--- src/gci_codec_pkg.sv ---
/*
 * Constants, types and companding functions shared by the GCI PCM port.
 * Assumes 14-bit two's complement linear samples on the user side.
 */
package gci_codec_pkg;

   localparam int          LIN_W          = 14;
   localparam int          CODE_W         = 8;
   localparam int          FIFO_DEPTH     = 16;
   // Data-clock rising edges counted from the frame start.
   localparam logic [4:0]  SLOT_B1_BASE   = 5'h00;
   localparam logic [4:0]  SLOT_B2_BASE   = 5'h10;
   localparam logic [4:0]  WORD_LAST_RISE = 5'h0F;
   localparam logic [4:0]  CNT_MAX        = 5'h1F;
   localparam logic [13:0] STEP_BIAS      = 14'h0021;
   localparam logic [13:0] MU_MAG_MAX     = 14'h1FDE;
   localparam logic [13:0] A_MAG_MAX      = 14'h0FFF;
   localparam logic [7:0]  MU_INV         = 8'h7F;
   localparam logic [7:0]  A_INV          = 8'h55;
   localparam logic [7:0]  MU_SILENCE     = 8'hFF;
   localparam logic [7:0]  A_SILENCE      = 8'hD5;
   localparam int          MU_CHORD_BASE  = 6;
   localparam int          A_CHORD_BASE   = 5;

   typedef enum logic { LAW_MU, LAW_A } law_e;
   typedef enum logic { PH_IDLE, PH_FRAME } phase_e;
   typedef struct packed {
      logic dcl;
      logic fsc;
      logic din;
   } link_s;
   typedef logic signed [13:0] lin_t;

   // Chord is one more than the offset of the highest set bit from the base, or 0 if no bit from the base up is set.
   function automatic logic [2:0] chord_of(input logic [12:0] v,
                                           input int base);
      logic [2:0] c;
      c = 3'h0;
      for (int i = 0; i < 7; i++) begin
         if (v[base + i]) begin
            c = 3'(i + 1);
         end
      end
      return c;
   endfunction : chord_of

   function automatic logic [13:0] magnitude(input lin_t s,
                                             input logic [13:0] lim);
      logic [13:0] m;
      m = s[13] ? 14'(-s) : 14'(s);
      return (m > lim) ? lim : m;
   endfunction : magnitude

   function automatic logic [7:0] mu_encode(input lin_t s);
      logic [12:0] b;
      logic [2:0]  c;
      logic [12:0] sh;
      b  = 13'(magnitude(s, MU_MAG_MAX) + STEP_BIAS);
      c  = chord_of(b, MU_CHORD_BASE);
      sh = b >> ({1'b0, c} + 4'h1);
      return {~s[13], c, sh[3:0]} ^ MU_INV;
   endfunction : mu_encode

   function automatic logic [7:0] a_encode(input lin_t s);
      logic [12:0] m;
      logic [2:0]  c;
      logic [12:0] sh;
      m  = 13'(magnitude(s, A_MAG_MAX));
      c  = chord_of(m, A_CHORD_BASE);
      sh = (c == 3'h0) ? (m >> 1) : (m >> c);
      return {~s[13], c, sh[3:0]} ^ A_INV;
   endfunction : a_encode

   // Expansion returns the middle of the step that the code names.
   function automatic lin_t mu_expand(input logic [7:0] code);
      logic [7:0]  x;
      logic [13:0] t;
      logic [13:0] v;
      x = code ^ MU_INV;
      t = 14'({x[3:0], 1'b0}) + STEP_BIAS;
      v = 14'(t << x[6:4]) - STEP_BIAS;
      return x[7] ? lin_t'(v) : lin_t'(-v);
   endfunction : mu_expand

   function automatic lin_t a_expand(input logic [7:0] code);
      logic [7:0]  x;
      logic [13:0] t;
      logic [13:0] v;
      x = code ^ A_INV;
      t = 14'({x[3:0], 1'b0}) + STEP_BIAS;
      if (x[6:4] == 3'h0) begin
         v = 14'({x[3:0], 1'b1});
      end else begin
         v = 14'(t << (x[6:4] - 3'h1));
      end
      return x[7] ? lin_t'(v) : lin_t'(-v);
   endfunction : a_expand

endpackage : gci_codec_pkg

--- src/gci_pcm_companding_port.sv ---
/*
 * Transmit sample FIFO and the GCI PCM companding port.
 * Assumes DCL and FSC come from a far controller, are slow against
 * CORE_CLK_I and are sampled through two flip-flops here.
 */
module sample_fifo #(
   parameter int WIDTH = 14,
   parameter int DEPTH = 16
) (
   input  wire logic             clk_i,
   input  wire logic             ce_i,
   input  wire logic             rst_n_i,
   input  wire logic             in_valid_i,
   output logic                  in_ready_o,
   input  wire logic [WIDTH-1:0] in_data_i,
   output logic                  out_valid_o,
   input  wire logic             out_ready_i,
   output logic      [WIDTH-1:0] out_data_o
);
   localparam int AW = $clog2(DEPTH);

   logic [WIDTH-1:0] mem [DEPTH];
   logic [AW:0]      wr_q;
   logic [AW:0]      rd_q;
   wire              push = in_valid_i & in_ready_o & ce_i;
   wire              pop  = out_valid_o & out_ready_i & ce_i;

   assign in_ready_o  = (wr_q ^ rd_q) != {1'b1, {AW{1'b0}}};
   assign out_valid_o = wr_q != rd_q;
   assign out_data_o  = mem[rd_q[AW-1:0]];

   always_ff @(posedge clk_i) begin
      if (push) begin
         mem[wr_q[AW-1:0]] <= in_data_i;
      end
   end

   always_ff @(posedge clk_i) begin
      if (!rst_n_i) begin
         wr_q <= '0;
         rd_q <= '0;
      end else begin
         if (push) wr_q <= wr_q + 1'b1;
         if (pop)  rd_q <= rd_q + 1'b1;
      end
   end
endmodule : sample_fifo

module gci_pcm_companding_port
   import gci_codec_pkg::*;
(
   // Clock, reset and enable.
   input  wire logic              CORE_CLK_I,
   input  wire logic              RST_N_I,
   input  wire logic              CE_I,
   // Static configuration.
   input  wire law_e              LAW_SEL_I,
   input  wire logic              SLOT_B2_I,
   // GCI link pins.
   input  wire logic              DCL_I,
   input  wire logic              FSC_I,
   input  wire logic              DIN_I,
   output logic                   DOUT_O,
   output logic                   DOUT_OE_N_O,
   // Transmit samples.
   input  wire logic [LIN_W-1:0]  TX_SAMPLE_I,
   input  wire logic              TX_VALID_I,
   output logic                   TX_READY_O,
   // Received samples.
   output logic [LIN_W-1:0]       RX_SAMPLE_O,
   output logic                   RX_VALID_O
);

   link_s             sync1_q;
   link_s             sync2_q;
   link_s             prev_q;
   phase_e            phase_q;
   logic [4:0]        cnt_q;
   logic [4:0]        drv_rises_q;
   logic [7:0]        word_q;
   logic [6:0]        rx_sh_q;
   logic              dout_q;
   logic              oe_q;
   logic [LIN_W-1:0]  rx_q;
   logic              rx_valid_q;
   logic              fifo_valid;
   logic [LIN_W-1:0]  fifo_data;

   wire link_s pins = '{dcl: DCL_I, fsc: FSC_I, din: DIN_I};

   // The first stage feeds only the second stage.
   always_ff @(posedge CORE_CLK_I) begin
      if (!RST_N_I) begin
         sync1_q <= '0;
         sync2_q <= '0;
         prev_q  <= '0;
      end else if (CE_I) begin
         sync1_q <= pins;
         sync2_q <= sync1_q;
         prev_q  <= sync2_q;
      end
   end

   wire dcl_rise = sync2_q.dcl & ~prev_q.dcl;
   wire dcl_fall = ~sync2_q.dcl & prev_q.dcl;
   wire fsc_rise = sync2_q.fsc & ~prev_q.fsc;
   wire start    = (phase_q == PH_IDLE) &
                   ((fsc_rise & sync2_q.dcl) |
                    (dcl_rise & sync2_q.fsc));

   wire [4:0] base    = SLOT_B2_I ? SLOT_B2_BASE : SLOT_B1_BASE;
   wire       advance = dcl_rise & (cnt_q != CNT_MAX);
   wire [4:0] cnt_d   = start ? 5'h00 : (advance ? cnt_q + 5'h01 : cnt_q);
   wire [4:0] rel_d   = cnt_d - base;
   wire       slot_d  = (cnt_d >= base) & (rel_d <= WORD_LAST_RISE);
   // A stray rise after the count has saturated must not touch the slot.
   wire       bit_ev  = (start | advance) & slot_d;
   wire [2:0] bit_idx = 3'h7 - rel_d[3:1];

   wire       is_a    = LAW_SEL_I == LAW_A;
   wire [7:0] enc     = is_a ? a_encode(lin_t'(fifo_data))
                             : mu_encode(lin_t'(fifo_data));
   wire [7:0] idle    = is_a ? A_SILENCE : MU_SILENCE;
   wire [7:0] word_d  = start ? (fifo_valid ? enc : idle) : word_q;
   wire [7:0] rx_code = {rx_sh_q, sync2_q.din};
   wire lin_t rx_lin  = is_a ? a_expand(rx_code)
                             : mu_expand(rx_code);
   wire       rx_take = advance & slot_d & rel_d[0];
   wire       rx_done = rx_take & (rel_d == WORD_LAST_RISE);
   wire       release_ev = dcl_fall & oe_q &
                           (cnt_q == base + WORD_LAST_RISE);

   sample_fifo #(
      .WIDTH (LIN_W),
      .DEPTH (FIFO_DEPTH)
   ) u_tx_fifo (
      .clk_i       (CORE_CLK_I),
      .ce_i        (CE_I),
      .rst_n_i     (RST_N_I),
      .in_valid_i  (TX_VALID_I),
      .in_ready_o  (TX_READY_O),
      .in_data_i   (TX_SAMPLE_I),
      .out_valid_o (fifo_valid),
      .out_ready_i (start),
      .out_data_o  (fifo_data)
   );

   // A frame ends once a falling edge finds the frame sync low.
   always_ff @(posedge CORE_CLK_I) begin
      if (!RST_N_I) begin
         phase_q <= PH_IDLE;
      end else if (CE_I) begin
         if (start) begin
            phase_q <= PH_FRAME;
         end else if (dcl_fall & ~sync2_q.fsc) begin
            phase_q <= PH_IDLE;
         end
      end
   end

   always_ff @(posedge CORE_CLK_I) begin
      if (!RST_N_I) begin
         cnt_q  <= CNT_MAX;
         word_q <= MU_SILENCE;
      end else if (CE_I) begin
         cnt_q  <= cnt_d;
         word_q <= word_d;
      end
   end

   always_ff @(posedge CORE_CLK_I) begin
      if (!RST_N_I) begin
         dout_q <= 1'b0;
         oe_q   <= 1'b0;
      end else if (CE_I) begin
         if (bit_ev) begin
            dout_q <= word_d[bit_idx];
            oe_q   <= 1'b1;
         end else if (release_ev) begin
            oe_q   <= 1'b0;
         end
      end
   end

   always_ff @(posedge CORE_CLK_I) begin
      if (!RST_N_I) begin
         drv_rises_q <= 5'h00;
      end else if (CE_I) begin
         if (!oe_q) begin
            drv_rises_q <= 5'h00;
         end else if (dcl_rise) begin
            drv_rises_q <= drv_rises_q + 5'h01;
         end
      end
   end

   always_ff @(posedge CORE_CLK_I) begin
      if (!RST_N_I) begin
         rx_sh_q    <= '0;
         rx_q       <= '0;
         rx_valid_q <= 1'b0;
      end else if (CE_I) begin
         if (rx_take) begin
            rx_sh_q <= rx_code[6:0];
         end
         if (rx_done) begin
            rx_q <= rx_lin;
         end
         rx_valid_q <= rx_done;
      end
   end

   assign DOUT_O      = dout_q;
   assign DOUT_OE_N_O = ~oe_q;
   assign RX_SAMPLE_O = rx_q;
   assign RX_VALID_O  = rx_valid_q;

   a_first_bit_start: assert property (
      @(posedge CORE_CLK_I) disable iff (!RST_N_I)
      (CE_I && start && !SLOT_B2_I) |=>
         (!DOUT_OE_N_O && DOUT_O == word_q[7]))
      else $error("first bit not driven at frame start");

   a_bit_on_rise: assert property (
      @(posedge CORE_CLK_I) disable iff (!RST_N_I)
      (!DOUT_OE_N_O && $changed(DOUT_O)) |-> $past(dcl_rise | start))
      else $error("output bit changed without a rising edge");

   a_drive_on_edge: assert property (
      @(posedge CORE_CLK_I) disable iff (!RST_N_I)
      $fell(DOUT_OE_N_O) |-> $past(start | advance))
      else $error("output driven outside a counted frame edge");

   a_release_fall: assert property (
      @(posedge CORE_CLK_I) disable iff (!RST_N_I)
      $rose(DOUT_OE_N_O) |-> ($past(dcl_fall) &&
                              drv_rises_q == WORD_LAST_RISE))
      else $error("output released at the wrong edge");

   a_frame_fsc_fall: assert property (
      @(posedge CORE_CLK_I) disable iff (!RST_N_I)
      ($past(phase_q) == PH_FRAME && phase_q == PH_IDLE) |->
         $past(dcl_fall && !sync2_q.fsc))
      else $error("frame ended without a falling-edge sample");

   a_rx_on_rise: assert property (
      @(posedge CORE_CLK_I) disable iff (!RST_N_I)
      RX_VALID_O |-> ($past(dcl_rise) ##1 !RX_VALID_O))
      else $error("receive word not taken on a rising edge");

   a_mu_idle_code: assert property (
      @(posedge CORE_CLK_I) disable iff (!RST_N_I)
      (CE_I && start && !fifo_valid && LAW_SEL_I == LAW_MU) |=>
         word_q == MU_SILENCE)
      else $error("mu-law zero code is not all ones");

   a_a_idle_code: assert property (
      @(posedge CORE_CLK_I) disable iff (!RST_N_I)
      (CE_I && start && !fifo_valid && LAW_SEL_I == LAW_A) |=>
         word_q == A_SILENCE)
      else $error("A-law zero code lacks even-bit inversion");

   a_sign_positive: assert property (
      @(posedge CORE_CLK_I) disable iff (!RST_N_I)
      (CE_I && start && fifo_valid) |=>
         word_q[7] == !$past(fifo_data[LIN_W-1]))
      else $error("sign bit does not follow sample sign");

endmodule : gci_pcm_companding_port

--- config.mk ---
export PLATFORM = sky130hd
export DESIGN_NAME = gci_pcm_companding_port
export DESIGN_NICKNAME = d
export VERILOG_FILES = /design/src/gci_codec_pkg.sv /design/src/gci_pcm_companding_port.sv
export SDC_FILE = /design/constraint.sdc
export NUM_CORES = 1
export LEC_CHECK = 0
export ABC_AREA = 0
export BUFFER_PORTS_ARGS = -buffer_cell sky130_fd_sc_hd__buf_2
export CAP_MARGIN = 0
export CORE_UTILIZATION = 40
export DETAILED_ROUTE_END_ITERATION = 6
export PLACE_DENSITY = 0.6
export REMOVE_ABC_BUFFERS = 1
export SYNTH_ARGS = -nofsm -noshare
export SYNTH_HDL_FRONTEND = slang
export SYNTH_SLANG_ARGS = --single-unit
export TNS_END_PERCENT = 1
--- constraint.sdc ---
create_clock -name CORE_CLK_I -period 6.6 [get_ports CORE_CLK_I]
set_input_delay 0.99 -clock CORE_CLK_I [delete_from_list [all_inputs] [get_ports CORE_CLK_I]]
set_output_delay 0.99 -clock CORE_CLK_I [all_outputs]
set_load 0.1 [all_outputs]
# After elaboration in Yosys (flattened, before gate mapping)
# Memories as Yosys holds them, arrays and structs flattened. A register that Yosys moved wholly into a read port is not among the register bits.
# Index checks and enable logic that the tools add are counted.
totals:
  out_inout_bits: 18
  mem_count: 1
  word_cells: 129
  regBits: 56
  mem_bits_rw: 224
  input_bits: 23
classes:
  n_addsub: 15
  magnitude_cmp: 5
  n_bitwise: 33
  reduce_logical: 9
  n_eq_ne: 5
  muxes: 39
  shift: 4
memory_table:
  columns: ["name", "depth", "width", "rd", "rd_ports_with_merged_regs", "write_ports", "line_no", "rtl"]
  rows:
  - ["u_tx_fifo.mem", 16, 14, 1, 1, 1, "gci_pcm_companding_port.sv:22", "logic [WIDTH-1:0] mem [DEPTH];"]
ops:
  columns: ["operator", "count"]
  rows:
  - ["$mux W14", 5]
  - ["$neg A14 Y14", 3]
  - ["$mux W3", 11]
  - ["$shl A7 B3 Y14", 2]
  - ["$mux W13", 2]
  - ["$and A1 B1 Y1", 19]
  - ["$mux W8", 2]
  - ["$add A5 B1 Y5 const B", 3]
  - ["$mux W5", 3]
  - ["$add A5 B6 Y7 const B", 2]
  - ["$gt A14 B12 Y1 const B", 1]
  - ["$gt A14 B13 Y1 const B", 1]
  - ["$not A7 Y7", 2]
  - ["$sub A14 B6 Y14 const B", 1]
  - ["$add A13 B6 Y13 const B", 1]
  - ["$shr A13 B3 Y4", 1]
  - ["$shr A13 B4 Y4", 1]
  - ["$mux W4", 3]
  - ["$ne A5 B5 Y1 const B", 2]
  - ["$reduce_and A2 Y1", 5]
  - ["$mux W1", 9]
  - ["$not A4 Y4", 2]
  - ["$mux W7", 1]
  - ["$not A1 Y1", 7]
  - ["other kinds (18)", 21]

# Depth between registers and ports, before layout
# Gate-level depths: netlist (run 1).
depth:
  word_depth: 20
  ltp_mapped: 28
  ltp_nobuf: 23

# Modules after synthesis
# Synthesis (run 1) repeated with hierarchy kept, for this count alone.
hier_totals:
  cells_unflattened: 1184
  hier_area_um2: 14993.1
modules_own_cells:
  columns: ["module", "cells_each", "seq_area_each_um2", "n_inst", "area_each_um2"]
  rows:
  - ["sample_fifo", 418, 7006.7, 1, 9454.1]
  - ["gci_pcm_companding_port", 766, 920.9, 1, 5539.1]

# Worst setup path after synthesis (run 1)
# Ideal clock, no wire load.
synth_path:
  path_kind: "register -> register"
  from: "register with a tool-made name"
  to: "register word_q[3]"
  setup_slack_ps: 666
  synth_period_minus_slack_ps: 5934
  stages_incl_launch_ff: 28
  t_arrival_ps: 5812
  n_path_buf: 5
  setup_ps: 122
  cell_sequence: "dfxtp_1 buf_2 buf_2 clkbuf_1 mux4_2 nand2_1 nand4_2 inv_2 ha_1 clkbuf_1 nand3_1 o31a_1 xor2_1 o2111a_4 and2_1 a21oi_1 ha_1 buf_4 inv_1 a21oi_1 o41a_1 o211ai_1 o21ai_2 a211oi_4 mux2i_1 and2_0 o21a_1 o32a_1"
synth_lines:
  columns: ["element", "line_no", "rtl"]
  rows:
  - ["end signal: assignment", "gci_pcm_companding_port.sv:167", "word_q <= word_d;"]
  - ["end: declaration", "gci_pcm_companding_port.sv:80", "logic [7:0] word_q;"]

==> reports/results.tsv, run 1 <==
stage	metric	value	unit
run_status	status	complete, no violations	
logic_synthesis	synth_seq_cells	284	
critical_path	reg2reg_to	word_q[3]	
cts	cts_root_buffer	clkbuf_16	
floorplanning	die_h	192	um
logic_synthesis	synthDistinctLibCells	96	
cts	cts.path.max_buffers	3	
logic_synthesis	synth_compound_area_frac	0.113	
routing	ant_nets	0	
pwr	p_int	3270	uW
placed_design	pre_cts_slack	358	ps
cts	clk_latency	590	ps
pwr	vdd_drop_max	0.252	mV
logic_synthesis	yosysTopAreaCellShare	0.467	
logic_synthesis	synth_xor_area_frac	0.0370	
pwr	power.switching	892	uW
timing	period_minus_slack	6260	ps
timing	fin_crit_sh	0.948	
pwr	p_sw_frac	0.214	
pwr	power_density	254	mW/mm2
routing	wl_per_cell	20.3	um
floorplanning	initial_core_util	0.406	
logic_synthesis	netlist_top_cells_area	edfxtp_1 47%, dfxtp_1 8.3%, mux4_2 7.8%, nor2_1 3.3%, nand2_1 3.2%	
grt	grt-ovfl-total	0	
placed_design	hpwl	22600	um
run	cap_violations	0	
pwr	combPwrFrac	0.063	
finish	drive_above_1_share	0.191	
critical_path	cpLargestDelayFamily	compound AO/OA/AOI/OAI gates	
timing	setup_viol	0	
pwr	p_seq_frac	0.467	
routing	routed_wl	34500	um
grt	grt_pass1_vias	9111	
timing	hold_ws	447	ps
pwr	p_leak	0.00550	uW
grt	grt_pass1_wl	53700	um
timing	rsz0062_at_grt	no	
cts	cts_hold_buf	0	
finish	fin_nets	1260	
finish	fin_util	0.462	
timing	drv_slew	0	
finish	fillers	3158	
logic_synthesis	synth_top_family_by_area	multiplexers	
logic_synthesis	yosys.area.top_type	edfxtp_1	
critical_path	crit_chain	buf_12 -> mux4_1 -> mux4_2 -> or4_4 -> o41ai_2 -> and2_2 -> o2111a_4 -> and2_1 -> a21oi_1 -> ha_1 -> inv_1 -> a21oi_1 -> o2111ai_1 -> nand2_1 -> a21oi_4 -> o21ai_2 -> a211oi_4 -> mux2i_1 -> and2_0 -> o21a_1 -> o32a_1	
logic_synthesis	synthFlopType	edfxtp_1	
critical_path	slowest_stage	dfxtp_4	
pwr	p_clk_frac	0.470	
grt	grt_max_degree	43	
timing	hold_violations	0	
timing	finalSetupTns	0	ps
placed_design	port_buffers	40	
cts	htree_levels	1	
finish	area_growth	14.0	%
finish	num_antenna_cells	0	
critical_path	crit_fanout	21	
critical_path	start_kind	flip-flop	
logic_synthesis	syn_area	0.0144	mm2
routing	route.vias.total	9695	
cts	post_cts_buffers	0	
hold_path	hp-class	flip-flop to flip-flop	
timing	relSlewSlack	0.196	
cts	cts.clk_slew.worst_paths	60	ps
grt	grt_usage	0.191	
cts	cts_buffers	30	
logic_synthesis	synth-simple-area-share	0.126	
critical_path	critPathArrivalTime	6700	ps
placed_design	routabilityCongestion	0.912	
critical_path	rrSetupSlack	340	ps
critical_path	endpoint_kind	flip-flop	
logic_synthesis	avgSynthCellArea	12.2	um2
grt	antenna_found_initial	2	
logic_synthesis	yosys.area_share.adder	0.0182	
floorplanning	io_pins	41	
floorplanning	rows	69	
logic_synthesis	ys.warnings.count	0	
routing	viasPerCell	5.70	
critical_path	required	7050	ps
cts	numClockSinks	284	
routing	dr.pass1.iters	5	
routing	drt_iter0_drc	698	
logic_synthesis	synth_cells	1176	
logic_synthesis	muxShareOfSynthArea	0.129	
floorplanning	coreArea	0.0355	mm2
timing	fin_skew	31.9	ps
logic_synthesis	ys_seq_area_frac	0.551	
critical_path	cp_common_cell	a21oi_1	
critical_path	max_stage_delay	620	ps
finish	multi_input_area	0.00616	mm2
floorplanning	fp.dieArea	0.0368	mm2
cts	cts_resized	0	
routing	drc	0	
hold_path	min_path_cells	2	
hold_path	min-delay-start	RX_SAMPLE_O[7]	
logic_synthesis	synth_edf_count	224	
hold_path	min_to	RX_SAMPLE_O[7]	
logic_synthesis	synthArstFlopShare	0	
critical_path	crit_buf_inv	2	
timing	setup_slack	344	ps
floorplanning	die-width	192	um
cts	cts_tree	yes	
finish	seq_area	0.00794	mm2
timing	tightest_slew	1200	ps
timing	max_freq	160	MHz
critical_path	worstRegToRegCells	21	
critical_path	setup.worst_path.class	flip-flop to flip-flop	
==> per-stage QoR <==
| step | cell area, um2 | cells | power, uW |
|---|---|---|---|
| 6_report | 16400 | 1700 | 4160 |
| 2_1_floorplan | 14100 | 1109 | 2150 |
| 4_1_cts | 16400 | 1700 | 4200 |
| 3_5_place_dp | 15200 | 1645 | 2240 |
| 5_1_grt | 16400 | 1700 | 4300 |
| 3_3_place_gp | 15200 | 1645 | 2240 |
==> worst reg2reg max path: cells and delay by family (launching register included) <==
kind,cells,cell delay (ps)
buffers and inverters,2,470
AND/OR/NAND/NOR,5,1340
multiplexers,3,1250
flip-flops,1,620
adder cells (fa/ha/maj),1,340
AO/OA/AOI/OAI,10,2140
==> registers in the layout (all words and copies together) (netlist names), 3 cells and up, named ones only <==
name            cells
cnt_q               5
u_tx_fifo.mem     224
word_q              8
sync1_q             3
RX_SAMPLE_O        14
rx_sh_q             7
u_tx_fifo.rd_q      5
u_tx_fifo.wr_q      5
==> power groups by stage <==
| stage | Clock (uW) | Sequential [uW] | Combinational (uW) |
|---|---|---|---|
| 2_1_floorplan | 0 | 1980 | 167 |
| 3_5_place_dp | 0 | 1980 | 259 |
| 3_3_place_gp | 0 | 1980 | 256 |
| 4_1_cts | 1990 | 1940 | 260 |
| 5_1_grt | 2060 | 1940 | 290 |
| 6_report | 1950 | 1940 | 264 |
==> cell type report <==
type / instances / area share
repair buffers: 75 / 0.0305
well taps: 461 / 0.0351
multi-input cells: 806 / 0.375
inverters: 19 / 0.00435
clock buffers: 33 / 0.0470
flip-flops and latches: 284 / 0.484
clock inverters: 22 / 0.0242
==> cell usage in the layout (no fill, tap or decap), drive strengths merged, types with 10 or more instances in the layout <==
master	n
a211oi	12
a21oi	60
a31oi	16
buf	75
bufinv	10
clkbuf	33
clkinv	10
dfxtp	60
edfxtp	224
ha	21
inv	19
mux2	10
mux2i	41
mux4	58
nand2	124
nand2b	10
nand3	22
nand4	16
nor2	126
nor3	29
nor4	11
o211ai	15
o21ai	38
xnor2	35
xor2	25
==> cells in the mapped netlist, types with 5 or more instances <==
| library cell | count |
|---|---|
| inv_1 | 16 |
| ha_1 | 21 |
| and3_1 | 8 |
| dfxtp_1 | 60 |
| mux2_2 | 9 |
| mux2i_1 | 41 |
| nor2_1 | 126 |
| clkbuf_1 | 45 |
| xnor2_1 | 34 |
| edfxtp_1 | 224 |
| nand2_1 | 124 |
| nor4_1 | 11 |
| a211oi_1 | 11 |
| a21oi_1 | 58 |
| o211ai_1 | 14 |
| nand3_1 | 22 |
| nand4_1 | 14 |
| xor2_1 | 25 |
| or3_1 | 5 |
| a22oi_1 | 7 |
| a31oi_1 | 15 |
| and2_1 | 5 |
| buf_1 | 9 |
| nor2b_1 | 8 |
| or2_2 | 7 |
| nor3_1 | 29 |
| mux4_2 | 50 |
| o21ai_0 | 36 |
| and4_1 | 5 |
| mux4_1 | 8 |
| o22ai_1 | 7 |
| nand2b_1 | 10 |
==> routing by layer <==
metal / GRT usage / vias to the layer above / part of all wire
met5: 0 / - / 0.00064
met4: 0.0650 / 4 / 0.031
met3: 0.0322 / 66 / 0.060
met2: 0.301 / 301 / 0.46
met1: 0.267 / 4734 / 0.45
li1: - / 4590 / -
==> logic make-up (layout without fill, tap and decap cells) <==
| logic type | count (synthesis) | after routing |
|---|---|---|
| AOI/OAI and AO/OA | 225 | 225 |
| xor gates and xnor gates | 60 | 60 |
| adders and majority gates | 21 | 21 |
| buffers and inverters | 86 | 149 |
| DFF | 284 | 284 |
| muxes | 109 | 109 |
| and+or+nand+nor | 391 | 391 |
==> worst max path at each step <==
stage | start | endpoint | slack (ps) | depth (start not counted)
2_1_floorplan | flip-flop | word_q[3] | -700 | 21
3_3_place_gp | flip-flop | DOUT_O | 510 | 18
3_5_place_dp | flip-flop | word_q[3] | 360 | 21
4_1_cts | flip-flop | word_q[3] | 300 | 21
5_1_grt | flip-flop | word_q[3] | 9 | 22
6_report | flip-flop | word_q[3] | 340 | 21
Power figures use the tool's default switching activity.
==> run 2: changes to the inputs <==
--- a/config.mk
+++ b/config.mk
@@ -14,5 +14,6 @@
 export REMOVE_ABC_BUFFERS = 1
 export SYNTH_ARGS = -nofsm -noshare
 export SYNTH_HDL_FRONTEND = slang
+export SYNTH_HIERARCHICAL = 1
 export SYNTH_SLANG_ARGS = --single-unit
 export TNS_END_PERCENT = 1
==> run 2 against run 1 <==
Largest power group is now sequential cells; core utilization shrank 0.41 points; die area grew 4.1%; fmax grew 0.19%; non-clock buffer count grew 1.
==> reports/results.tsv, run 2 <==
stage	metric	value	unit	change
floorplanning	initial_core_util	0.408		was 0.406
timing	drv_slew	0		unchanged
routing	ant_nets	0		unchanged
critical_path	critPathArrivalTime	6750	ps	was 6700 ps
critical_path	crit_fanout	13		was 21
cts	clk_latency	580	ps	was 590 ps
finish	area_growth	12.5	%	was 14.0%
cts	htree_levels	1		unchanged
routing	drt_iter0_drc	681		was 698
grt	grt_usage	0.190		was 0.191
logic_synthesis	synthTopCellsByCount	224 x edfxtp_1, 87 x nand2_1, 84 x nor2_1, 60 x dfxtp_1, 54 x a21oi_1		was 224 x edfxtp_1, 126 x nor2_1, 124 x nand2_1, 60 x dfxtp_1, 58 x a21oi_1
finish	drive_above_1_share	0.180		was 0.191
placed_design	hpwl	23100	um	was 22600 um
floorplanning	die-width	196	um	was 192 um
grt	grt-ovfl-total	0		unchanged
timing	fin_crit_sh	0.946		was 0.948
logic_synthesis	syn_area	0.0150	mm2	was 0.0144 mm2
grt	grt_pass1_vias	9702		was 9111
floorplanning	io_pins	41		unchanged
cts	cts_root_buffer	clkbuf_16		unchanged
critical_path	setup.worst_path.class	flip-flop to flip-flop		unchanged
logic_synthesis	ys_seq_area_frac	0.529		was 0.551
grt	antenna_found_initial	2		unchanged
placed_design	pre_cts_slack	319	ps	was 358 ps
critical_path	required	7110	ps	was 7050 ps
run_status	status	complete, no violations		unchanged
timing	finalSetupTns	0	ps	unchanged
timing	hold_violations	0		unchanged
logic_synthesis	synth_seq_cells	284		unchanged
floorplanning	die_h	196	um	was 192 um
timing	tightest_slew	1180	ps	was 1200 ps
grt	grt_max_degree	52		was 43
timing	period_minus_slack	6240	ps	was 6260 ps
logic_synthesis	synthDistinctLibCells	106		was 96
logic_synthesis	yosys.area_share.adder	0.0184		was 0.0182
routing	route.vias.total	10100		was 9695
hold_path	hp-class	flip-flop to flip-flop		unchanged
logic_synthesis	synthArstFlopShare	0		unchanged
logic_synthesis	synth_edf_count	224		unchanged
pwr	vdd_drop_max	0.214	mV	was 0.252 mV
grt	grt_pass1_wl	56400	um	was 53700 um
run	cap_violations	0		unchanged
cts	numClockSinks	284		unchanged
logic_synthesis	ys.warnings.count	6		was 0
logic_synthesis	synth_top_family_by_area	multiplexers		unchanged
timing	setup_slack	356	ps	was 344 ps
timing	relSlewSlack	0.212		was 0.196
finish	fin_nets	1260		unchanged
finish	final_common_cell	edfxtp_1		unchanged
pwr	total_power	4090	uW	was 4160 uW
finish	final_cell_mix	224 x edfxtp_1, 87 x nand2_1, 84 x nor2_1, 58 x dfxtp_1, 53 x a21oi_1		was 224 x edfxtp_1, 124 x nand2_1, 117 x nor2_1, 58 x dfxtp_1, 58 x a21oi_1
floorplanning	rows	70		was 69
routing	routed_wl	36300	um	was 34500 um
routing	viasPerCell	5.90		was 5.70
floorplanning	coreArea	0.0368	mm2	was 0.0355 mm2
timing	rsz0062_at_grt	no		unchanged
routing	dr.pass1.iters	7		was 5
cts	cts.clk_slew.worst_paths	60	ps	about the same
cts	cts_hold_buf	0		unchanged
logic_synthesis	synth_xor_area_frac	0.0249		was 0.0370
critical_path	endpoint_kind	flip-flop		unchanged
floorplanning	fp.dieArea	0.0383	mm2	was 0.0368 mm2
placed_design	routabilityCongestion	0.879		was 0.912
logic_synthesis	netlist_top_cells_area	edfxtp_1 45%, dfxtp_1 8.0%, mux4_2 7.4%, mux4_1 4.2%, mux2i_1 2.3%		was edfxtp_1 47%, dfxtp_1 8.3%, mux4_2 7.8%, nor2_1 3.3%, nand2_1 3.2%
routing	drc	0		unchanged
placed_design	port_buffers	40		unchanged
finish	fillers	3330		was 3158
cts	cts_tree	yes		unchanged
timing	fin_skew	12.5	ps	was 31.9 ps
critical_path	start_kind	flip-flop		unchanged
logic_synthesis	yosysTopAreaCellShare	0.449		was 0.467
logic_synthesis	yosys.area.top_type	edfxtp_1		unchanged
logic_synthesis	post-synth-top-count-cell	edfxtp_1		unchanged
finish	fin_util	0.458		was 0.462
routing	wl_per_cell	21.3	um	was 20.3 um
timing	setup_viol	0		unchanged
cts	cts.path.max_buffers	3		unchanged
cts	cts_buffers	31		was 30
pwr	p_leak	0.00574	uW	was 0.00550 uW
logic_synthesis	avgSynthCellArea	12.7	um2	was 12.2 um2
logic_synthesis	synth_compound_area_frac	0.125		was 0.113
logic_synthesis	muxShareOfSynthArea	0.145		was 0.129
logic_synthesis	synth_cells	1184		was 1176
finish	largest_reg_flops	224		unchanged
logic_synthesis	synthFlopType	edfxtp_1		unchanged
logic_synthesis	synth-simple-area-share	0.124		was 0.126
pwr	power_density	242	mW/mm2	was 254 mW/mm2
timing	max_freq	160	MHz	about the same
[run 2: cell types whose count changed after synthesis, sizes merged, moves of 7 or more]
cell   previous run  this run
nor2            126        84
nand2           124        87
and3              8        29
mux4             58        73
o21ai            38        53
xnor2            35        21
or3               5        13
o31ai             4        11
[run 2: worst paths after layout]
check | from | to | slack [ps] | cells after the start
max | flip-flop | DOUT_O | 360 | 20
min | RX_SAMPLE_O[5] | RX_SAMPLE_O[5] | 450 | 2
max reg2reg | flip-flop | DOUT_O | 360 | 20
min reg2reg | RX_SAMPLE_O[5] | RX_SAMPLE_O[5] | 450 | 2
[run 2: report_power, final]
group          internal (uW)  total, uW  switching (uW)
logic                   88.5        262             173
registers               1940       1940            5.25
clock network           1160       1880             724
total                   3180       4090             902
[run 2: critical path, cell delays in order (launching register included)]
cell and delay [ps]:
dfxtp_4 570, buf_16 210, mux4_1 590, mux4_2 620, or4_4 650, or4_1 490
o41ai_1 120, o2111a_2 370, a21oi_1 160, nand2_1 110, ha_1 190, buf_4 190
nand2_1 70, a311oi_1 290, a41oi_1 110, o221a_2 190, nor4_4 330, or3_1 250
mux2i_1 120, o311a_1 410, a21oi_1 130
[run 2: logic make-up (layout without fill, tap and decap cells)]
logic type,count (synthesis),after routing
compound gates,262,262
flops,284,284
simple gates,358,358
fa+ha+maj,22,22
other cells,0,1
xor+xnor,40,40
buf+inv,102,158
mux,116,116
[run 2: metrics by stage]
step / instances / hold WS, ps / cell area (um2)
6_report: 1709 / 449 / 16900
5_1_grt: 1708 / 476 / 16900
4_1_cts: 1707 / 449 / 16800
3_5_place_dp: 1649 / 441 / 15700
3_3_place_gp: 1649 / 436 / 15700
2_1_floorplan: 1106 / 435 / 14600
[run 2: layout make-up]
cell class                      instances  area [um2]  area share
Antenna cell                            1        2.50    0.000148
Clock buffer                           37         853      0.0506
Clock inverter                         21         279      0.0165
Inverter                               24        90.1     0.00534
Multi-Input combinational cell        798        6580       0.390
Sequential cell                       284        7930       0.470
Tap cell                              468         586      0.0347
Timing Repair Buffer                   76         541      0.0321
[run 2: timing repair]
action                     CTS  global route
setup endpoints to repair    0             5
hold endpoints to repair     0             0
resized for setup            0             3
buffers inserted             0             1
[run 2: per-layer routing]
metal	GRT usage	vias up	part of all wire	wire [um]
li1	-	4728	-	-
met1	0.253	5019	0.44	16000
met2	0.317	261	0.48	17300
met3	0.0325	63	0.055	1990
met4	0.0612	4	0.028	1010
met5	0	-	0.00083	30
